===== config.mk =====
export PLATFORM = sky130hd
export DESIGN_NAME = sbp_serial
export DESIGN_NICKNAME = d
export VERILOG_FILES = /design/src/rtl/sbp_pkg.sv /design/src/rtl/sbp_serial.sv
export SDC_FILE = /design/constraint.sdc
export NUM_CORES = 1
export LEC_CHECK = 0
export BUFFER_PORTS_ARGS = -buffer_cell sky130_fd_sc_hd__buf_2
export CORE_MARGIN = 10
export CORE_UTILIZATION = 30
export CTS_BUF_LIST = sky130_fd_sc_hd__clkbuf_8 sky130_fd_sc_hd__clkbuf_16
export CTS_CLUSTER_SIZE = 40
export DETAILED_ROUTE_END_ITERATION = 10
export GPL_TIMING_DRIVEN = 0
export PLACE_DENSITY_LB_ADDON = 0.05
export SETUP_SLACK_MARGIN = 0.4
export SLEW_MARGIN = 20
export SYNTH_ARGS = -nofsm -noshare
export SYNTH_HDL_FRONTEND = slang
export SYNTH_SLANG_ARGS = --single-unit
export TNS_END_PERCENT = 50

===== constraint.sdc =====
create_clock -name pclk -period 3.5 [get_ports pclk]
set_input_delay 0.35 -clock pclk [delete_from_list [all_inputs] [get_ports pclk]]
set_output_delay 0.35 -clock pclk [all_outputs]
set_load 0.01 [all_outputs]

===== src/rtl/sbp_pkg.sv =====
// Package for the asynchronous serial block: register map, field positions, reset values, carriers.
// Assumes an APB slave with 32-bit data and one aligned word per register.
package sbp_pkg;
	localparam logic [7:0] SBP_OFS_STATUS = 8'h00;
	localparam logic [7:0] SBP_OFS_DATA = 8'h04;
	localparam logic [7:0] SBP_OFS_CTRL1 = 8'h08;
	localparam logic [7:0] SBP_OFS_CTRL2 = 8'h0c;
	localparam logic [7:0] SBP_OFS_BAUD = 8'h10;
	localparam logic [7:0] SBP_OFS_RXFINE = 8'h14;
	localparam logic [7:0] SBP_OFS_TXFINE = 8'h18;
	localparam logic [7:0] SBP_OFS_MISC = 8'h1c;
	localparam logic [7:0] SBP_STATUS_RST = 8'hc0;
	localparam logic [7:0] SBP_CTRL_RST = 8'h00;
	localparam int SBP_OVERSAMPLE = 16;
	localparam int SBP_MID_SAMPLE = 8;
	localparam int SBP_BIT_TX_EMPTY = 7;
	localparam int SBP_BIT_TX_DONE = 6;
	localparam int SBP_BIT_RX_FULL = 5;
	localparam int SBP_BIT_QUIET = 4;
	localparam int SBP_BIT_OVERRUN = 3;
	localparam int SBP_BIT_NOISE = 2;
	localparam int SBP_BIT_FRAME = 1;
	localparam int SBP_BIT_PARITY = 0;
	typedef struct packed {
		logic rx_ninth_bit;
		logic tx_ninth_bit;
		logic low_power_off;
		logic nine_bit_word;
		logic rouse_method_select;
		logic parity_enable;
		logic parity_odd_select;
		logic parity_irq_en;
	} sbp_ctrl1_type;
	typedef struct packed {
		logic tx_empty_irq_en;
		logic tx_done_irq_en;
		logic rx_irq_en;
		logic quiet_line_irq_en;
		logic tx_enable;
		logic rx_enable;
		logic mute_select;
		logic send_break;
	} sbp_ctrl2_type;
	typedef struct packed {
		logic [1:0] base_prescale_field;
		logic [2:0] tx_divisor_field;
		logic [2:0] rx_divisor_field;
	} sbp_baud_type;
endpackage


===== src/rtl/sbp_serial.sv =====
// Asynchronous serial interface with baud generators, mute/wake-up and parity, behind an APB slave.
// Assumes pclk drives everything and the rx pin is already synchronous to it.
//
// Decided for this implementation: the placing of the registers and register access over APB.
`timescale 1ns/100ps
module sbp_serial import sbp_pkg::*; (
	input wire logic pclk,
	input wire logic presetn,
	input wire logic psel,
	input wire logic penable,
	input wire logic pwrite,
	input wire logic [7:0] paddr,
	input wire logic [31:0] pwdata,
	output logic [31:0] prdata,
	output logic pready,
	output logic pslverr,
	input wire logic rx_pin,
	input wire logic cpu_irq_mask,
	output logic tx_pin,
	output logic irq
);
	typedef enum {SBP_TX_IDLE, SBP_TX_PREAMBLE, SBP_TX_FRAME} sbp_tx_state_type;

	function automatic logic [3:0] sbp_base_div(input logic [1:0] sel);
		case (sel)
			2'h0: sbp_base_div = 4'h0;
			2'h1: sbp_base_div = 4'h2;
			2'h2: sbp_base_div = 4'h3;
			default: sbp_base_div = 4'hc;
		endcase
	endfunction

	// Even-count-of-ones parity, inverted for odd
	function automatic logic sbp_parity(input logic [8:0] d, input logic nine, input logic odd);
		sbp_parity = (nine ? ^d[7:0] : ^d[6:0]) ^ odd;
	endfunction

	sbp_ctrl1_type ctrl1;
	sbp_ctrl2_type ctrl2;
	sbp_baud_type baud;
	logic [7:0] rx_fine_prescaler;
	logic [7:0] tx_fine_prescaler;
	logic [7:0] status;
	logic [7:0] rx_holding_buffer;
	logic [8:0] tx_holding_buffer;
	logic clear_armed;
	logic quiet_armed;

	wire logic acc = psel && penable;
	wire logic wr = acc && pwrite;
	wire logic rd = acc && !pwrite;
	wire logic hit_status = paddr == SBP_OFS_STATUS;
	wire logic hit_data = paddr == SBP_OFS_DATA;
	wire logic mapped = paddr inside {SBP_OFS_STATUS, SBP_OFS_DATA, SBP_OFS_CTRL1, SBP_OFS_CTRL2,
		SBP_OFS_BAUD, SBP_OFS_RXFINE, SBP_OFS_TXFINE};
	wire logic data_wr_clear = wr && hit_data && clear_armed;
	wire logic data_rd_clear = rd && hit_data && clear_armed;
	wire logic data_any_clear = acc && hit_data && clear_armed;

	// Separate per-direction baud ticks from base, power-of-two and fine stages; the tx fine stage comes after its x16 stage
	logic [3:0] tx_base_cnt, rx_base_cnt;
	logic [6:0] tx_pow_cnt, rx_pow_cnt;
	logic [7:0] tx_fine_cnt, rx_fine_cnt;
	wire logic run = !ctrl1.low_power_off;
	wire logic [6:0] tx_pow_max = 7'((8'h1 << baud.tx_divisor_field) - 8'h1);
	wire logic [6:0] rx_pow_max = 7'((8'h1 << baud.rx_divisor_field) - 8'h1);
	wire logic tx_base_end = tx_base_cnt == sbp_base_div(baud.base_prescale_field);
	wire logic rx_base_end = rx_base_cnt == sbp_base_div(baud.base_prescale_field);
	wire logic tx_pow_end = tx_base_end && tx_pow_cnt == tx_pow_max;
	wire logic rx_pow_end = rx_base_end && rx_pow_cnt == rx_pow_max;
	// Zero fine value bypasses the extended stage; the tx x16 stage is the tx_sub counter below, the rx one is the receiver's rx_os bit counter
	wire logic tx_fine_end = tx_fine_prescaler == 8'h00 || tx_fine_cnt == tx_fine_prescaler - 8'h01;
	wire logic rx_fine_end = rx_fine_prescaler == 8'h00 || rx_fine_cnt == rx_fine_prescaler - 8'h01;
	// Fine stage counts 16-tick groups so it divides after the /16 stage
	logic [3:0] tx_sub;
	wire logic tx_sub_end = tx_pow_end && tx_sub == 4'hf;
	// Receive ticks already run at 16 per bit, so no group counter is needed there
	wire logic tx_bit_tick = tx_sub_end && tx_fine_end;
	wire logic rx_os_tick = rx_pow_end && rx_fine_end;
	sbp_tx_state_type tx_state;
	logic rx_busy;

	always_ff @(posedge pclk or negedge presetn) begin
		if (!presetn) begin
			tx_base_cnt <= 4'h0;
			tx_pow_cnt <= 7'h0;
			tx_sub <= 4'h0;
			tx_fine_cnt <= 8'h00;
		end else if (run || tx_state != SBP_TX_IDLE) begin
			tx_base_cnt <= tx_base_end ? 4'h0 : tx_base_cnt + 4'h1;
			if (tx_base_end)
				tx_pow_cnt <= tx_pow_end ? 7'h0 : tx_pow_cnt + 7'h1;
			if (tx_pow_end)
				tx_sub <= tx_sub + 4'h1;
			if (tx_sub_end)
				tx_fine_cnt <= tx_fine_end ? 8'h00 : tx_fine_cnt + 8'h01;
		end
	end

	// Receiver oversamples at 16 per bit; the fine stage there repeats each sample slot
	always_ff @(posedge pclk or negedge presetn) begin
		if (!presetn) begin
			rx_base_cnt <= 4'h0;
			rx_pow_cnt <= 7'h0;
			rx_fine_cnt <= 8'h00;
		end else if (run || rx_busy) begin
			rx_base_cnt <= rx_base_end ? 4'h0 : rx_base_cnt + 4'h1;
			if (rx_base_end)
				rx_pow_cnt <= rx_pow_end ? 7'h0 : rx_pow_cnt + 7'h1;
			if (rx_pow_end)
				rx_fine_cnt <= rx_fine_end ? 8'h00 : rx_fine_cnt + 8'h01;
		end
	end

	// Transmitter
	logic [10:0] tx_shift;
	logic [3:0] tx_bits;
	logic tx_pending;
	logic tx_en_q;
	wire logic [3:0] frame_bits = ctrl1.nine_bit_word ? 4'hb : 4'ha;
	wire logic [8:0] tx_word = {ctrl1.tx_ninth_bit, tx_holding_buffer[7:0]};
	wire logic tx_msb_par = sbp_parity(tx_word, ctrl1.nine_bit_word, ctrl1.parity_odd_select);
	wire logic [8:0] tx_final = !ctrl1.parity_enable ? tx_word :
		ctrl1.nine_bit_word ? {tx_msb_par, tx_word[7:0]} : {1'b0, tx_msb_par, tx_word[6:0]};
	wire logic [10:0] tx_load = ctrl1.nine_bit_word ? {1'b1, tx_final, 1'b0} : {2'b11, tx_final[7:0], 1'b0};
	wire logic frame_end = tx_bit_tick && tx_bits == 4'h1;
	wire logic tx_take = tx_state == SBP_TX_IDLE && ctrl2.tx_enable && run &&
		(tx_pending || ctrl2.send_break);
	wire logic tx_data_move = tx_take && !ctrl2.send_break;
	wire logic tx_frame_done = frame_end && tx_state != SBP_TX_IDLE;

	always_ff @(posedge pclk or negedge presetn) begin
		if (!presetn) begin
			tx_state <= SBP_TX_IDLE;
			tx_shift <= 11'h7ff;
			tx_bits <= 4'h0;
			tx_en_q <= 1'b0;
			tx_pin <= 1'b1;
		end else begin
			tx_en_q <= ctrl2.tx_enable;
			case (tx_state)
				SBP_TX_IDLE: begin
					if (ctrl2.tx_enable && !tx_en_q) begin
						tx_state <= SBP_TX_PREAMBLE;
						tx_shift <= 11'h7ff;
						tx_bits <= frame_bits;
					end else if (tx_take) begin
						tx_state <= SBP_TX_FRAME;
						tx_shift <= ctrl2.send_break ? 11'h000 : tx_load;
						tx_bits <= frame_bits;
					end
				end
				SBP_TX_PREAMBLE, SBP_TX_FRAME: begin
					if (tx_bit_tick) begin
						tx_pin <= tx_shift[0];
						tx_shift <= {1'b1, tx_shift[10:1]};
						tx_bits <= tx_bits - 4'h1;
						if (tx_bits == 4'h1)
							tx_state <= SBP_TX_IDLE;
					end
				end
				default: tx_state <= SBP_TX_IDLE;
			endcase
			if (tx_state == SBP_TX_IDLE && tx_bit_tick)
				tx_pin <= 1'b1;
		end
	end

	// Receiver: mid-bit sampling with majority of three for noise
	logic [3:0] rx_os;
	logic [3:0] rx_bitno;
	logic [9:0] rx_shift;
	logic [2:0] rx_maj;
	logic rx_noise;
	logic [3:0] rx_ones;
	logic rx_pin_q;
	wire logic maj = (rx_maj[0] & rx_maj[1]) | (rx_maj[1] & rx_maj[2]) | (rx_maj[0] & rx_maj[2]);
	wire logic maj_noisy = !(&rx_maj) && |rx_maj;
	wire logic rx_end = rx_busy && rx_os_tick && rx_os == 4'hf && rx_bitno == frame_bits - 4'h1;
	wire logic [8:0] rx_data = ctrl1.nine_bit_word ? rx_shift[9:1] : {1'b0, rx_shift[9:2]};
	wire logic rx_msb = ctrl1.nine_bit_word ? rx_data[8] : rx_data[7];
	// Received MSB must equal the parity that the transmitter would have sent
	wire logic par_bad = ctrl1.parity_enable &&
		sbp_parity(rx_data, ctrl1.nine_bit_word, ctrl1.parity_odd_select) != rx_msb;
	// One recognition per idle stretch, so a line left idle cannot wake a later mute at once
	wire logic idle_seen = ctrl2.rx_enable && !rx_busy && rx_os_tick && rx_os == 4'hf && rx_pin &&
		rx_ones == frame_bits - 4'h1;
	wire logic muted = ctrl2.mute_select;
	wire logic addr_wake = muted && ctrl1.rouse_method_select && rx_end && rx_msb;
	wire logic idle_wake = muted && !ctrl1.rouse_method_select && idle_seen;
	wire logic rx_accept = ctrl2.rx_enable && rx_end && (!muted || addr_wake);
	wire logic rx_move = rx_accept && !status[SBP_BIT_RX_FULL];
	wire logic rx_over = rx_accept && status[SBP_BIT_RX_FULL];
	wire logic frame_bad = !maj;

	always_ff @(posedge pclk or negedge presetn) begin
		if (!presetn) begin
			rx_busy <= 1'b0;
			rx_os <= 4'h0;
			rx_bitno <= 4'h0;
			rx_shift <= 10'h000;
			rx_maj <= 3'h7;
			rx_noise <= 1'b0;
			rx_ones <= 4'h0;
			rx_pin_q <= 1'b1;
		end else if (!ctrl2.rx_enable) begin
			rx_busy <= 1'b0;
			rx_ones <= 4'h0;
		end else if (rx_os_tick) begin
			rx_pin_q <= rx_pin;
			rx_os <= rx_os + 4'h1;
			if (rx_os >= SBP_MID_SAMPLE - 1 && rx_os <= SBP_MID_SAMPLE + 1)
				rx_maj <= {rx_maj[1:0], rx_pin};
			if (!rx_busy) begin
				if (rx_pin_q && !rx_pin && run) begin
					rx_busy <= 1'b1;
					rx_os <= 4'h1;
					rx_bitno <= 4'h0;
					rx_noise <= 1'b0;
				end else if (rx_os == 4'hf) begin
					rx_ones <= !rx_pin ? 4'h0 : (rx_ones == frame_bits ? rx_ones : rx_ones + 4'h1);
				end
			end else if (rx_os == 4'hf) begin
				rx_shift <= {maj, rx_shift[9:1]};
				rx_noise <= rx_noise | maj_noisy;
				rx_bitno <= rx_bitno + 4'h1;
				if (rx_bitno == frame_bits - 4'h1) begin
					rx_busy <= 1'b0;
					rx_ones <= 4'h0;
				end
			end
		end
	end

	// Status flags: hardware set wins over the software clear sequence
	logic [7:0] next_status;
	always_comb begin
		next_status = status;
		if (data_wr_clear) begin
			next_status[SBP_BIT_TX_EMPTY] = 1'b0;
			next_status[SBP_BIT_TX_DONE] = 1'b0;
		end
		if (data_rd_clear)
			next_status[5:1] = 5'h00;
		if (data_any_clear)
			next_status[SBP_BIT_PARITY] = 1'b0;
		if (tx_data_move)
			next_status[SBP_BIT_TX_EMPTY] = 1'b1;
		if (tx_frame_done)
			next_status[SBP_BIT_TX_DONE] = 1'b1;
		if (rx_move) begin
			next_status[SBP_BIT_RX_FULL] = 1'b1;
			next_status[SBP_BIT_NOISE] = rx_noise;
			next_status[SBP_BIT_FRAME] = frame_bad;
			if (par_bad)
				next_status[SBP_BIT_PARITY] = 1'b1;
		end
		if (rx_over)
			next_status[SBP_BIT_OVERRUN] = 1'b1;
		if (idle_seen && quiet_armed && !muted && ctrl2.rx_enable)
			next_status[SBP_BIT_QUIET] = 1'b1;
		if (!ctrl2.rx_enable)
			next_status[5:1] = 5'h00;
	end

	wire logic [7:0] ctrl1_rd = ctrl1;
	wire logic [31:0] rd_mux =
		hit_status ? {24'h0, status} :
		hit_data ? {24'h0, rx_holding_buffer} :
		paddr == SBP_OFS_CTRL1 ? {24'h0, ctrl1_rd} :
		paddr == SBP_OFS_CTRL2 ? {24'h0, ctrl2} :
		paddr == SBP_OFS_BAUD ? {24'h0, baud} :
		paddr == SBP_OFS_RXFINE ? {24'h0, rx_fine_prescaler} :
		paddr == SBP_OFS_TXFINE ? {24'h0, tx_fine_prescaler} : 32'h0;
	// level request, gated by each enable and the CPU mask
	wire logic next_irq = !cpu_irq_mask && (
		(ctrl2.tx_empty_irq_en && next_status[SBP_BIT_TX_EMPTY]) ||
		(ctrl2.tx_done_irq_en && next_status[SBP_BIT_TX_DONE]) ||
		(ctrl2.rx_irq_en && (next_status[SBP_BIT_RX_FULL] || next_status[SBP_BIT_OVERRUN])) ||
		(ctrl2.quiet_line_irq_en && next_status[SBP_BIT_QUIET]) ||
		(ctrl1.parity_irq_en && next_status[SBP_BIT_PARITY]));

	always_ff @(posedge pclk or negedge presetn) begin
		if (!presetn) begin
			status <= SBP_STATUS_RST;
			ctrl1 <= SBP_CTRL_RST;
			ctrl2 <= SBP_CTRL_RST;
			baud <= SBP_CTRL_RST;
			rx_fine_prescaler <= 8'h00;
			tx_fine_prescaler <= 8'h00;
			rx_holding_buffer <= 8'h00;
			tx_holding_buffer <= 9'h000;
			tx_pending <= 1'b0;
			clear_armed <= 1'b0;
			quiet_armed <= 1'b1;
			prdata <= 32'h0;
			pready <= 1'b0;
			pslverr <= 1'b0;
			irq <= 1'b0;
		end else begin
			status <= next_status;
			irq <= next_irq;
			pready <= psel && !penable;
			pslverr <= psel && !penable && !mapped;
			if (psel && !penable && !pwrite)
				prdata <= rd_mux;
			if (rd && hit_status)
				clear_armed <= 1'b1;
			else if (acc && hit_data)
				clear_armed <= 1'b0;
			if (rx_move && ctrl1.nine_bit_word && !muted)
				ctrl1.rx_ninth_bit <= rx_data[8];
			if (rx_move)
				rx_holding_buffer <= rx_data[7:0];
			if (rx_move)
				quiet_armed <= 1'b1;
			else if (next_status[SBP_BIT_QUIET])
				quiet_armed <= 1'b0;
			if (addr_wake || idle_wake)
				ctrl2.mute_select <= 1'b0;
			if (tx_data_move)
				tx_pending <= 1'b0;
			if (wr) begin
				if (hit_data) begin
					tx_holding_buffer <= {1'b0, pwdata[7:0]};
					tx_pending <= 1'b1;
				end
				if (paddr == SBP_OFS_CTRL1)
					ctrl1[6:0] <= pwdata[6:0];
				if (paddr == SBP_OFS_CTRL2)
					ctrl2 <= pwdata[7:0];
				// no interlock: software must not change these while enabled
				if (paddr == SBP_OFS_BAUD)
					baud <= pwdata[7:0];
				if (paddr == SBP_OFS_RXFINE)
					rx_fine_prescaler <= pwdata[7:0];
				if (paddr == SBP_OFS_TXFINE)
					tx_fine_prescaler <= pwdata[7:0];
			end
		end
	end
endmodule // sbp_serial


### Word level (Yosys, flattened, before mapping)

Index checks and enable logic that the tools add are counted.
W data, S select, Z words.

| word-level totals | value |
|---|---|
| output and inout bits | 36 |
| bits of input ports | 47 |
| register bits | 221 |

| cells by class | value |
|---|---|
| magnitude comparators | 2 |
| bitwise operators | 8 |
| equality and inequality tests | 33 |
| muxes and demuxes | 83 |
| shift operators | 2 |
| reduce and logical (&&, ||, !) cells | 125 |
| add/sub/neg operators | 16 |

Operator list:

| kind | number |
|---|---|
| $mux W32 | 4 |
| $mux W4 | 19 |
| $mux W8 | 9 |
| $logic_not A32 Y1 | 2 |
| $pmux W32 S2 | 1 |
| $logic_and A1 B1 Y1 | 59 |
| $mux W11 | 4 |
| $eq A32 B1 Y1 const B | 1 |
| $eq A32 B2 Y1 const B | 1 |
| $reduce_bool A32 Y1 | 1 |
| $mux W1 | 31 |
| $mux W9 | 3 |
| $reduce_and A2 Y1 | 13 |
| $add A4 B1 Y4 const B | 6 |
| $eq A8 B5 Y1 const B | 3 |
| $logic_not A8 Y1 | 3 |
| $pmux W11 S2 | 1 |
| $eq A4 B4 Y1 | 5 |
| $add A8 B1 Y8 const B | 2 |
| $eq A8 B4 Y1 const B | 2 |
| $eq A8 B8 Y1 | 2 |
| $reduce_xor A8 Y1 | 2 |
| $sub A8 B1 Y8 const B | 2 |
| $add A7 B1 Y7 const B | 2 |
| other kinds (39) | 91 |

### Logic depth before layout (Yosys ltp)

Gate-level depths: netlist of the first run.

| depth | value |
|---|---|
| depth after elaboration | 21 |
| depth in mapped cells | 11 |
| depth with buffers taken out | 9 |

### Worst setup path after synthesis of the first run

Ideal clock, no wire load.

| path | value |
|---|---|
| path kind | reg2reg |
| start point | reg baud[7] (netlist name) |
| end point | reg tx_shift[9] |
| period minus slack after synthesis | 2725 ps |
| path buffers | 1 |
| stages on the path, launching flop included | 10 |
| setup slack | 775 ps |
| data arrival time | 2640 ps |
| required time | 3415 ps |
| cell sequence | dfrtp_1 -> ha_1 -> or3_4 -> a211oi_4 -> nand2_4 -> or3_4 -> a211oi_2 -> o21a_2 -> buf_6 -> mux2_1 |

| on the way | value |
|---|---|
| word-level cells in the longest chain between the ends | 8 |

Ends and longest elaborated chain:

| what | RTL line | text |
|---|---|---|
| start, declared | sbp_serial.sv:40 | `sbp_baud_type baud;` |
| start signal, assigned | sbp_serial.sv:334 | `baud <= pwdata[7:0];` |
| $eq A2 B2 Y1, or another cell as far along | sbp_serial.sv:25 | `case (sel)` |
| $pmux W4 S3 * | sbp_serial.sv:25 |  |
| $eq A4 B4 Y1 * | sbp_serial.sv:67 | `wire logic tx_base_end = tx_base_cnt == sbp_base_div(baud.base_prescale_field);` |
| $logic_and A1 B1 Y1 * | sbp_serial.sv:69 | `wire logic tx_pow_end = tx_base_end && tx_pow_cnt == tx_pow_max;` |
| $logic_and A1 B1 Y1 * | sbp_serial.sv:76 | `wire logic tx_sub_end = tx_pow_end && tx_sub == 4'hf;` |
| $logic_and A1 B1 Y1 * | sbp_serial.sv:78 | `wire logic tx_bit_tick = tx_sub_end && tx_fine_end;` |
| $ne A2 B2 Y1 (no source line) * | n/a |  |
| $reduce_and A3 Y1 (no source line) * | n/a |  |
| end signal, assigned | sbp_serial.sv:149 | `tx_shift <= ctrl2.send_break ? 11'h000 : tx_load;` |
| end signal, assigned | sbp_serial.sv:156 | `tx_shift <= {1'b1, tx_shift[10:1]};` |
| end, declared | sbp_serial.sv:116 | `logic [10:0] tx_shift;` |

Every way passes the cells marked *; elsewhere a longest branch is shown, timed or not.
A chain may end at the register's enable or synchronous reset.

### Worst setup path after layout of the first run

| path | value |
|---|---|
| start point | reg baud[7] (netlist name) |
| end point | reg tx_shift[7] |

Same word-level chain as after synthesis.

==> flow_summary.json, run 1 <==
{
  "die_x_um": 200,
  "antenna_found_initial": 1,
  "start_util_pct": 30.6,
  "hold_violations": 0,
  "synth-edff-count": 0,
  "n_fill_cell": 3262,
  "start_kind": "flop",
  "hold_class": "in -> reg",
  "wl_per_cell_um": 19.0,
  "h-tree-depth": 4,
  "p_seq_share_pct": 44.6,
  "synth-seq-cells": 166,
  "ir_drop_mv": 0.361,
  "pwr-share-clk_pct": 37.2,
  "r2r-end": "tx_shift[7]$_DFFE_PN1P_",
  "design.core.area_mm2": 0.0316,
  "min_path_cells": 3,
  "grt_pass1_vias": 7329,
  "path_cells": "ha_2 > or3_4 > a211oi_4 > nand2_4 > or3_4 > a211oi_4 > o21a_2 > buf_6 > mux2_1",
  "clock-sinks": 166,
  "portBuffers": 33,
  "period_needed_ns": 3.00,
  "synthToLayoutAreaGrowth_pct": 15.6,
  "gr-total-overflow": 0,
  "rows": 65,
  "finalNonFillerCells": 1487,
  "reg2reg_setup_slack_ns": 0.50,
  "finalPower_mw": 5.35,
  "cp-end-kind": "flop",
  "cap_violations": 0,
  "clk_path_buf_depth": 2,
  "dieArea_mm2": 0.0398,
  "drt-total-wl_um": 28300,
  "postLayoutCoreUtil_pct": 35.3,
  "layout_common_cells": "147 x dfrtp_1, 95 x nand2_1, 77 x o21ai_0",
  "p_leak_nw": 4.92,
  "insertion_delay_ns": 0.45,
  "synth.distinct_cells": 90,
  "setup_violations": 0,
  "switching_share_pct": 31.2,
  "ys.flop_type": "dfrtp_1",
  "crit_arrival_ns": 3.36,
  "dp.cells": 1447,
  "intPower_mw": 3.68,
  "power_density_mw_per_mm2": 479,
  "final.setup_skew_ns": 0.00994,
  "drcViolationCount": 0,
  "final_cell_area_mm2": 0.0112,
  "drive_above_1_share_pct": 20.4,
  "yosys_warnings": 0,
  "combPwrFrac_pct": 18.2,
  "grt_usage_pct": 14.7,
  "synth-seq-area-share_pct": 43.2,
  "worstPathRequired_ns": 3.87,
  "status": "finished clean",
  "grt_max_degree": 88,
  "synthArstFlopShare_pct": 100,
  "worstSetupPathType": "reg -> reg",
  "place_hpwl_um": 20900,
  "clkTransAtPathRegs_ns": 0.07,
  "via_per_inst": 4.95,
  "synthCells": 988,
  "min_to": "rx_fine_prescaler[1]$_DFFE_PN0P_",
  "dr.pass1.iters": 7,
  "reg2reg_from": "baud[7]$_DFFE_PN0P_",
  "syn_area_per_cell_um2": 9.78,
  "slowest_delay_ns": 0.44,
  "fin_nets": 1138,
  "path_max_fanout": 10,
  "gp_congestion": 0.803,
  "cts_buffers": 17,
  "crit_buf_inv": 1,
  "p_sw_mw": 1.67,
  "grt_setup_unrepaired": "true",
  "dr.first_iter.drc_count": 396,
  "postRouteAntennaNets": 0,
  "diodes": 0,
  "hold_start": "pwdata[1]",
  "syn-cell-area_mm2": 0.00967,
  "dpl_cell_area_mm2": 0.0105,
  "reg2regPathDepth": 9,
  "whs_ns": 0.218,
  "clock-root-buffer": "clkbuf_16",
  "relSlewSlack_pct": 32.3,
  "crit_family": "simple AND/OR/NAND/NOR gates",
  "report.final.slew_viol_count": 0,
  "fmaxAchievable_mhz": 334,
  "cts_tree": "done",
  "layout_commonest_cell": "dfrtp_1",
  "ioPinCount": 83,
  "final.period_utilization_pct": 85.6,
  "slowest_stage": "or3_4",
  "grt_pass1_wl_um": 44500,
  "vias": 7365,
  "tightest_slew_ns": 1.01,
  "die-height_um": 200
}
area by class of cell:
cell class	count	area [µm²]	area share, %
clock buffers	18	439	3.93
multi-input cells	742	5100	45.6
plain buffers	68	395	3.54
repair buffers	42	265	2.37
inverters	35	131	1.18
well taps	402	503	4.50
clock inverters	14	166	1.49
flip-flops and latches	166	4180	37.4
synth_stat cells, drive strengths merged, types with 13 or more instances:
| master | instances | area (µm²) |
|---|---|---|
| a21oi | 41 | 209 |
| nand4 | 19 | 119 |
| clkbuf | 37 | 170 |
| inv | 35 | 131 |
| dfstp | 19 | 499 |
| o21ai | 78 | 390 |
| xor2 | 32 | 280 |
| dfrtp | 147 | 3680 |
| nand3 | 35 | 175 |
| mux2i | 25 | 250 |
| mux2 | 70 | 788 |
| xnor2 | 30 | 263 |
| nand2 | 96 | 368 |
| nand2b | 19 | 119 |
| nor2 | 63 | 241 |
| ha | 19 | 238 |
| nor3 | 22 | 125 |
| or3 | 13 | 96.3 |
| buf | 31 | 224 |
stage by stage:
stage / setup TNS, ns / setup WS, ns
after floorplan: 0 / 0.775
after global placement: -133.28 / -0.924
after detailed placement: 0 / 0.0566
after CTS: 0 / 0.407
after global routing: 0 / 0.379
final: 0 / 0.503
how the worst max path moves through the flow:
| stage | start | end | slack, ns | cells past startpoint |
|---|---|---|---|---|
| floorplan | baud[7]$_DFFE_PN0P_ | tx_shift[9]$_DFFE_PN1P_ | 0.77 | 9 |
| global placement | presetn | rx_pow_cnt[1]$_DFFE_PN0P_ | -0.92 | 1 |
| detailed placement | baud[7]$_DFFE_PN0P_ | rx_shift[7]$_DFFE_PN0P_ | 0.06 | 9 |
| CTS | rx_fine_prescaler[0]$_DFFE_PN0P_ | rx_pin_q$_DFFE_PN1P_ | 0.41 | 9 |
| global route | rx_os[0]$_DFFE_PN0P_ | ctrl1[7]$_DFFE_PN0P_ | 0.38 | 9 |
| finish | baud[7]$_DFFE_PN0P_ | tx_shift[7]$_DFFE_PN1P_ | 0.50 | 9 |
worst register-to-register path: stages (launching register included):
cell      delay (ns)
dfrtp_1         0.43
ha_2            0.24
or3_4           0.40
a211oi_4        0.35
nand2_4         0.09
or3_4           0.44
a211oi_4        0.29
o21a_2          0.19
buf_6           0.15
mux2_1          0.33
metal layers:
layer	wire [µm]	vias to the layer above	track usage [%]
li1	-	3658	-
met1	13800	3597	19.9
met2	13400	87	23.6
met3	775	21	2.71
met4	274	2	3.65
met5	20	-	0
cells by family (layout without fill, tap and decap cells):
logic type	after synthesis	count (layout)	synth area share (%)
buf+inv	103	177	5.44
simple gates	331	331	17.8
other cells	1	24	0.0388
compound gates	209	209	14.3
mux	96	96	11.0
flops	166	166	43.2
xor+xnor	62	62	5.62
fa+ha+maj	20	20	2.56
power by group through the flow:
| stage | clock, mW | sequential (mW) | combinational [mW] |
|---|---|---|---|
| 2_1_floorplan | 0 | 2.36 | 0.693 |
| 3_3_place_gp | 0 | 2.42 | 0.928 |
| 3_5_place_dp | 0 | 2.42 | 0.942 |
| 4_1_cts | 2.04 | 2.39 | 0.983 |
| 5_1_grt | 2.13 | 2.42 | 1.11 |
| 6_report | 1.99 | 2.39 | 0.972 |
repair_timing:
item / in CTS / in global routing
hold buffers: 1 / 0
pin swaps: 5 / 2
hold endpoints to repair: 74 / 0
gates resized for setup: 3 / 8
setup buffers: 6 / 1
setup endpoints to repair: 55 / 52
sequential cells by signal (all words and copies together), names as in the netlist, 7 cells and up:
name               flops
tx_shift              11
rx_shift               9
baud                   8
ctrl1                  8
prdata                 8
rx_fine_cnt            8
rx_fine_prescaler      8
rx_holding_buffer      8
status                 8
tx_fine_cnt            8
tx_fine_prescaler      8
tx_holding_buffer      8
ctrl2                  7
rx_pow_cnt             7
tx_pow_cnt             7
(Power assumes the default switching activity.)
==> run 2: changes to the inputs <==
--- a/config.mk
+++ b/config.mk
@@ -13,6 +13,7 @@
 export DETAILED_ROUTE_END_ITERATION = 10
 export GPL_TIMING_DRIVEN = 0
 export PLACE_DENSITY_LB_ADDON = 0.05
+export REMOVE_ABC_BUFFERS = 1
 export SETUP_SLACK_MARGIN = 0.4
 export SLEW_MARGIN = 20
 export SYNTH_ARGS = -nofsm -noshare
==> constraint.sdc (replaced) <==
create_clock -name pclk -period 3 [get_ports pclk]
set_input_delay 0.3 -clock pclk [delete_from_list [all_inputs] [get_ports pclk]]
set_output_delay 0.3 -clock pclk [all_outputs]
set_load 0.01 [all_outputs]
==> flow_summary.json, run 2 (synthesized netlist as in run 1, its figures left out) <==
{
  "status": "finished clean",
  "place_ws_ns": -0.697,
  "cap_violations": 0,
  "clk_path_buf_depth": 2,
  "slowest_delay_ns": 0.44,
  "setup_slack_ns": 0.245,
  "diodes": 0,
  "gr-total-overflow": 0,
  "crit_path_frequent_cell": "a211oi_4",
  "antenna_found_initial": 0,
  "vias": 7334,
  "grt_pass1_wl_um": 43100,
  "cts_tree": "done",
  "cp-end-kind": "flop",
  "slowest_stage": "dfrtp_2",
  "finalPower_mw": 6.37,
  "fin_nets": 1107,
  "die_x_um": 200,
  "start_kind": "flop",
  "design.core.area_mm2": 0.0316,
  "power_density_mw_per_mm2": 554,
  "drt-total-wl_um": 26900,
  "n_fill_cell": 3202,
  "clock-root-buffer": "clkbuf_16",
  "multi_input_area_mm2": 0.00545,
  "crit_arrival_ns": 3.08,
  "layout_commonest_cell": "dfrtp_1",
  "fmaxAchievable_mhz": 363,
  "drive_above_1_share_pct": 25.8,
  "grt_usage_pct": 14.0,
  "start_util_pct": 30.6,
  "ioPinCount": 83,
  "clock-sinks": 166,
  "grt_pass1_vias": 7307,
  "place_hpwl_um": 18900,
  "wl_per_cell_um": 18.5,
  "dr.pass1.iters": 5,
  "die-height_um": 200,
  "p_leak_nw": 4.93,
  "drcViolationCount": 0,
  "via_per_inst": 5.04,
  "crit_buf_inv": 2,
  "postRouteAntennaNets": 0,
  "clkTransAtPathRegs_ns": 0.08,
  "hold_violations": 0,
  "report.final.slew_viol_count": 0,
  "dieArea_mm2": 0.0398,
  "grt_setup_unrepaired": "true",
  "ir_drop_mv": 0.366,
  "rows": 65,
  "final.period_utilization_pct": 91.8,
  "worstSetupPathType": "reg -> reg",
  "portBuffers": 34,
  "grt_max_degree": 72,
  "h-tree-depth": 4,
  "cts_buffers": 17,
  "crit_family": "compound AO/OA/AOI/OAI gates",
  "register_area_mm2": 0.00419,
  "path_cells": "ha_4 > or3_4 > a211oi_4 > buf_6 > o21ai_4 > a211oi_4 > buf_4 > o2111ai_4 > nor3b_2 > mux2_2",
  "gp_congestion": 0.775,
  "layout_common_cells": "140 x dfrtp_1, 94 x nand2_1, 61 x nor2_1, 61 x o21ai_0, 58 x mux2_2",
  "tightest_slew_ns": 0.935,
  "dr.first_iter.drc_count": 305,
  "period_needed_ns": 2.75,
  "largest_reg_flops": 11,
  "regMostFlops": "tx_shift",
  "synthToLayoutAreaGrowth_pct": 18.8,
  "worstPathRequired_ns": 3.32,
  "final.setup_skew_ns": 0.0128,
  "reg_top3": "tx_shift (11), rx_shift (9)",
  "hold_class": "in -> reg",
  "setup_violations": 0,
  "path_max_fanout": 6,
  "relSlewSlack_pct": 37.5,
  "insertion_delay_ns": 0.43
}
run 2: path summary, 6_finish.rpt:
| path | slack, ns | depth (start not counted) | from | endpoint |
|---|---|---|---|---|
| worst min register to register | 0.49 | 2 | tx_shift[10]$_DFFE_PN1P_ | tx_shift[10]$_DFFE_PN1P_ |
| worst max register to register | 0.25 | 10 | baud[7]$_DFFE_PN0P_ | ctrl1[7]$_DFFE_PN0P_ |
| worst min-delay path | 0.17 | 2 | cpu_irq_mask | irq$_DFF_PN0_ |
| min in group asynchronous | 0.32 | 2 | presetn | tx_state[1]$_DFFE_PN0P_ |
| worst max-delay path | 0.25 | 10 | baud[7]$_DFFE_PN0P_ | ctrl1[7]$_DFFE_PN0P_ |
| max in group asynchronous | 1.99 | 3 | presetn | rx_pin_q$_DFFE_PN1P_ |
run 2: metrics by stage:
step | util, % | setup TNS (ns) | area, µm² | std cells | hold WS [ns]
2_1_floorplan | - | 0 | 9360 | 943 | 0.00441
6_report | 36.3 | 0 | 11500 | 1456 | 0.168
3_5_place_dp | 32.0 | -30.37 | 10100 | 1381 | 0.185
4_1_cts | 35.7 | 0 | 11300 | 1450 | 0.152
5_1_grt | 36.3 | 0 | 11500 | 1456 | 0.160
3_3_place_gp | 31.7 | -236.57 | 10000 | 1379 | 0.479
run 2: layout make-up:
cell class | instances | share of cell area [%]
clock inverter | 14 | 1.50
tap | 402 | 4.38
sequential | 166 | 36.4
inverter | 35 | 1.14
multi-input combinational | 744 | 47.4
timing repair buffer | 77 | 5.27
clock buffer | 18 | 3.82
run 2: per-layer routing:
metal | global-route usage [%] | up-vias | part of all wire [%]
li1 | - | 3619 | -
met1 | 18.7 | 3611 | 48
met2 | 22.9 | 85 | 48
met3 | 2.35 | 19 | 3.0
met4 | 3.65 | 0 | 1.2
met5 | 0 | - | 0
run 2: worst reg2reg max path, stage by stage, from the launching register on:
cell       delay, ns
dfrtp_2         0.44
ha_4            0.18
or3_4           0.39
a211oi_4        0.21
buf_6           0.16
o21ai_4         0.08
a211oi_4        0.26
buf_4           0.19
o2111ai_4       0.17
nor3b_2         0.23
mux2_2          0.35
run 2: repair_timing:
| action | 4_1_cts | 5_1_grt |
|---|---|---|
| gates resized for setup | 61 | 39 |
| gates cloned | 3 | 0 |
| setup endpoints to repair | 123 | 88 |
| endpoints found under the hold margin | 26 | 0 |
| hold buffers | 1 | 0 |
| pin swaps | 21 | 13 |
| buffers inserted | 33 | 6 |
run 2: report_power, final:
part,internal (mW),leakage [nW],switching (mW),total (mW)
clock,1.34,0.297,1.01,2.35
sequential,2.52,2.10,0.288,2.81
combinational,0.574,2.53,0.635,1.21
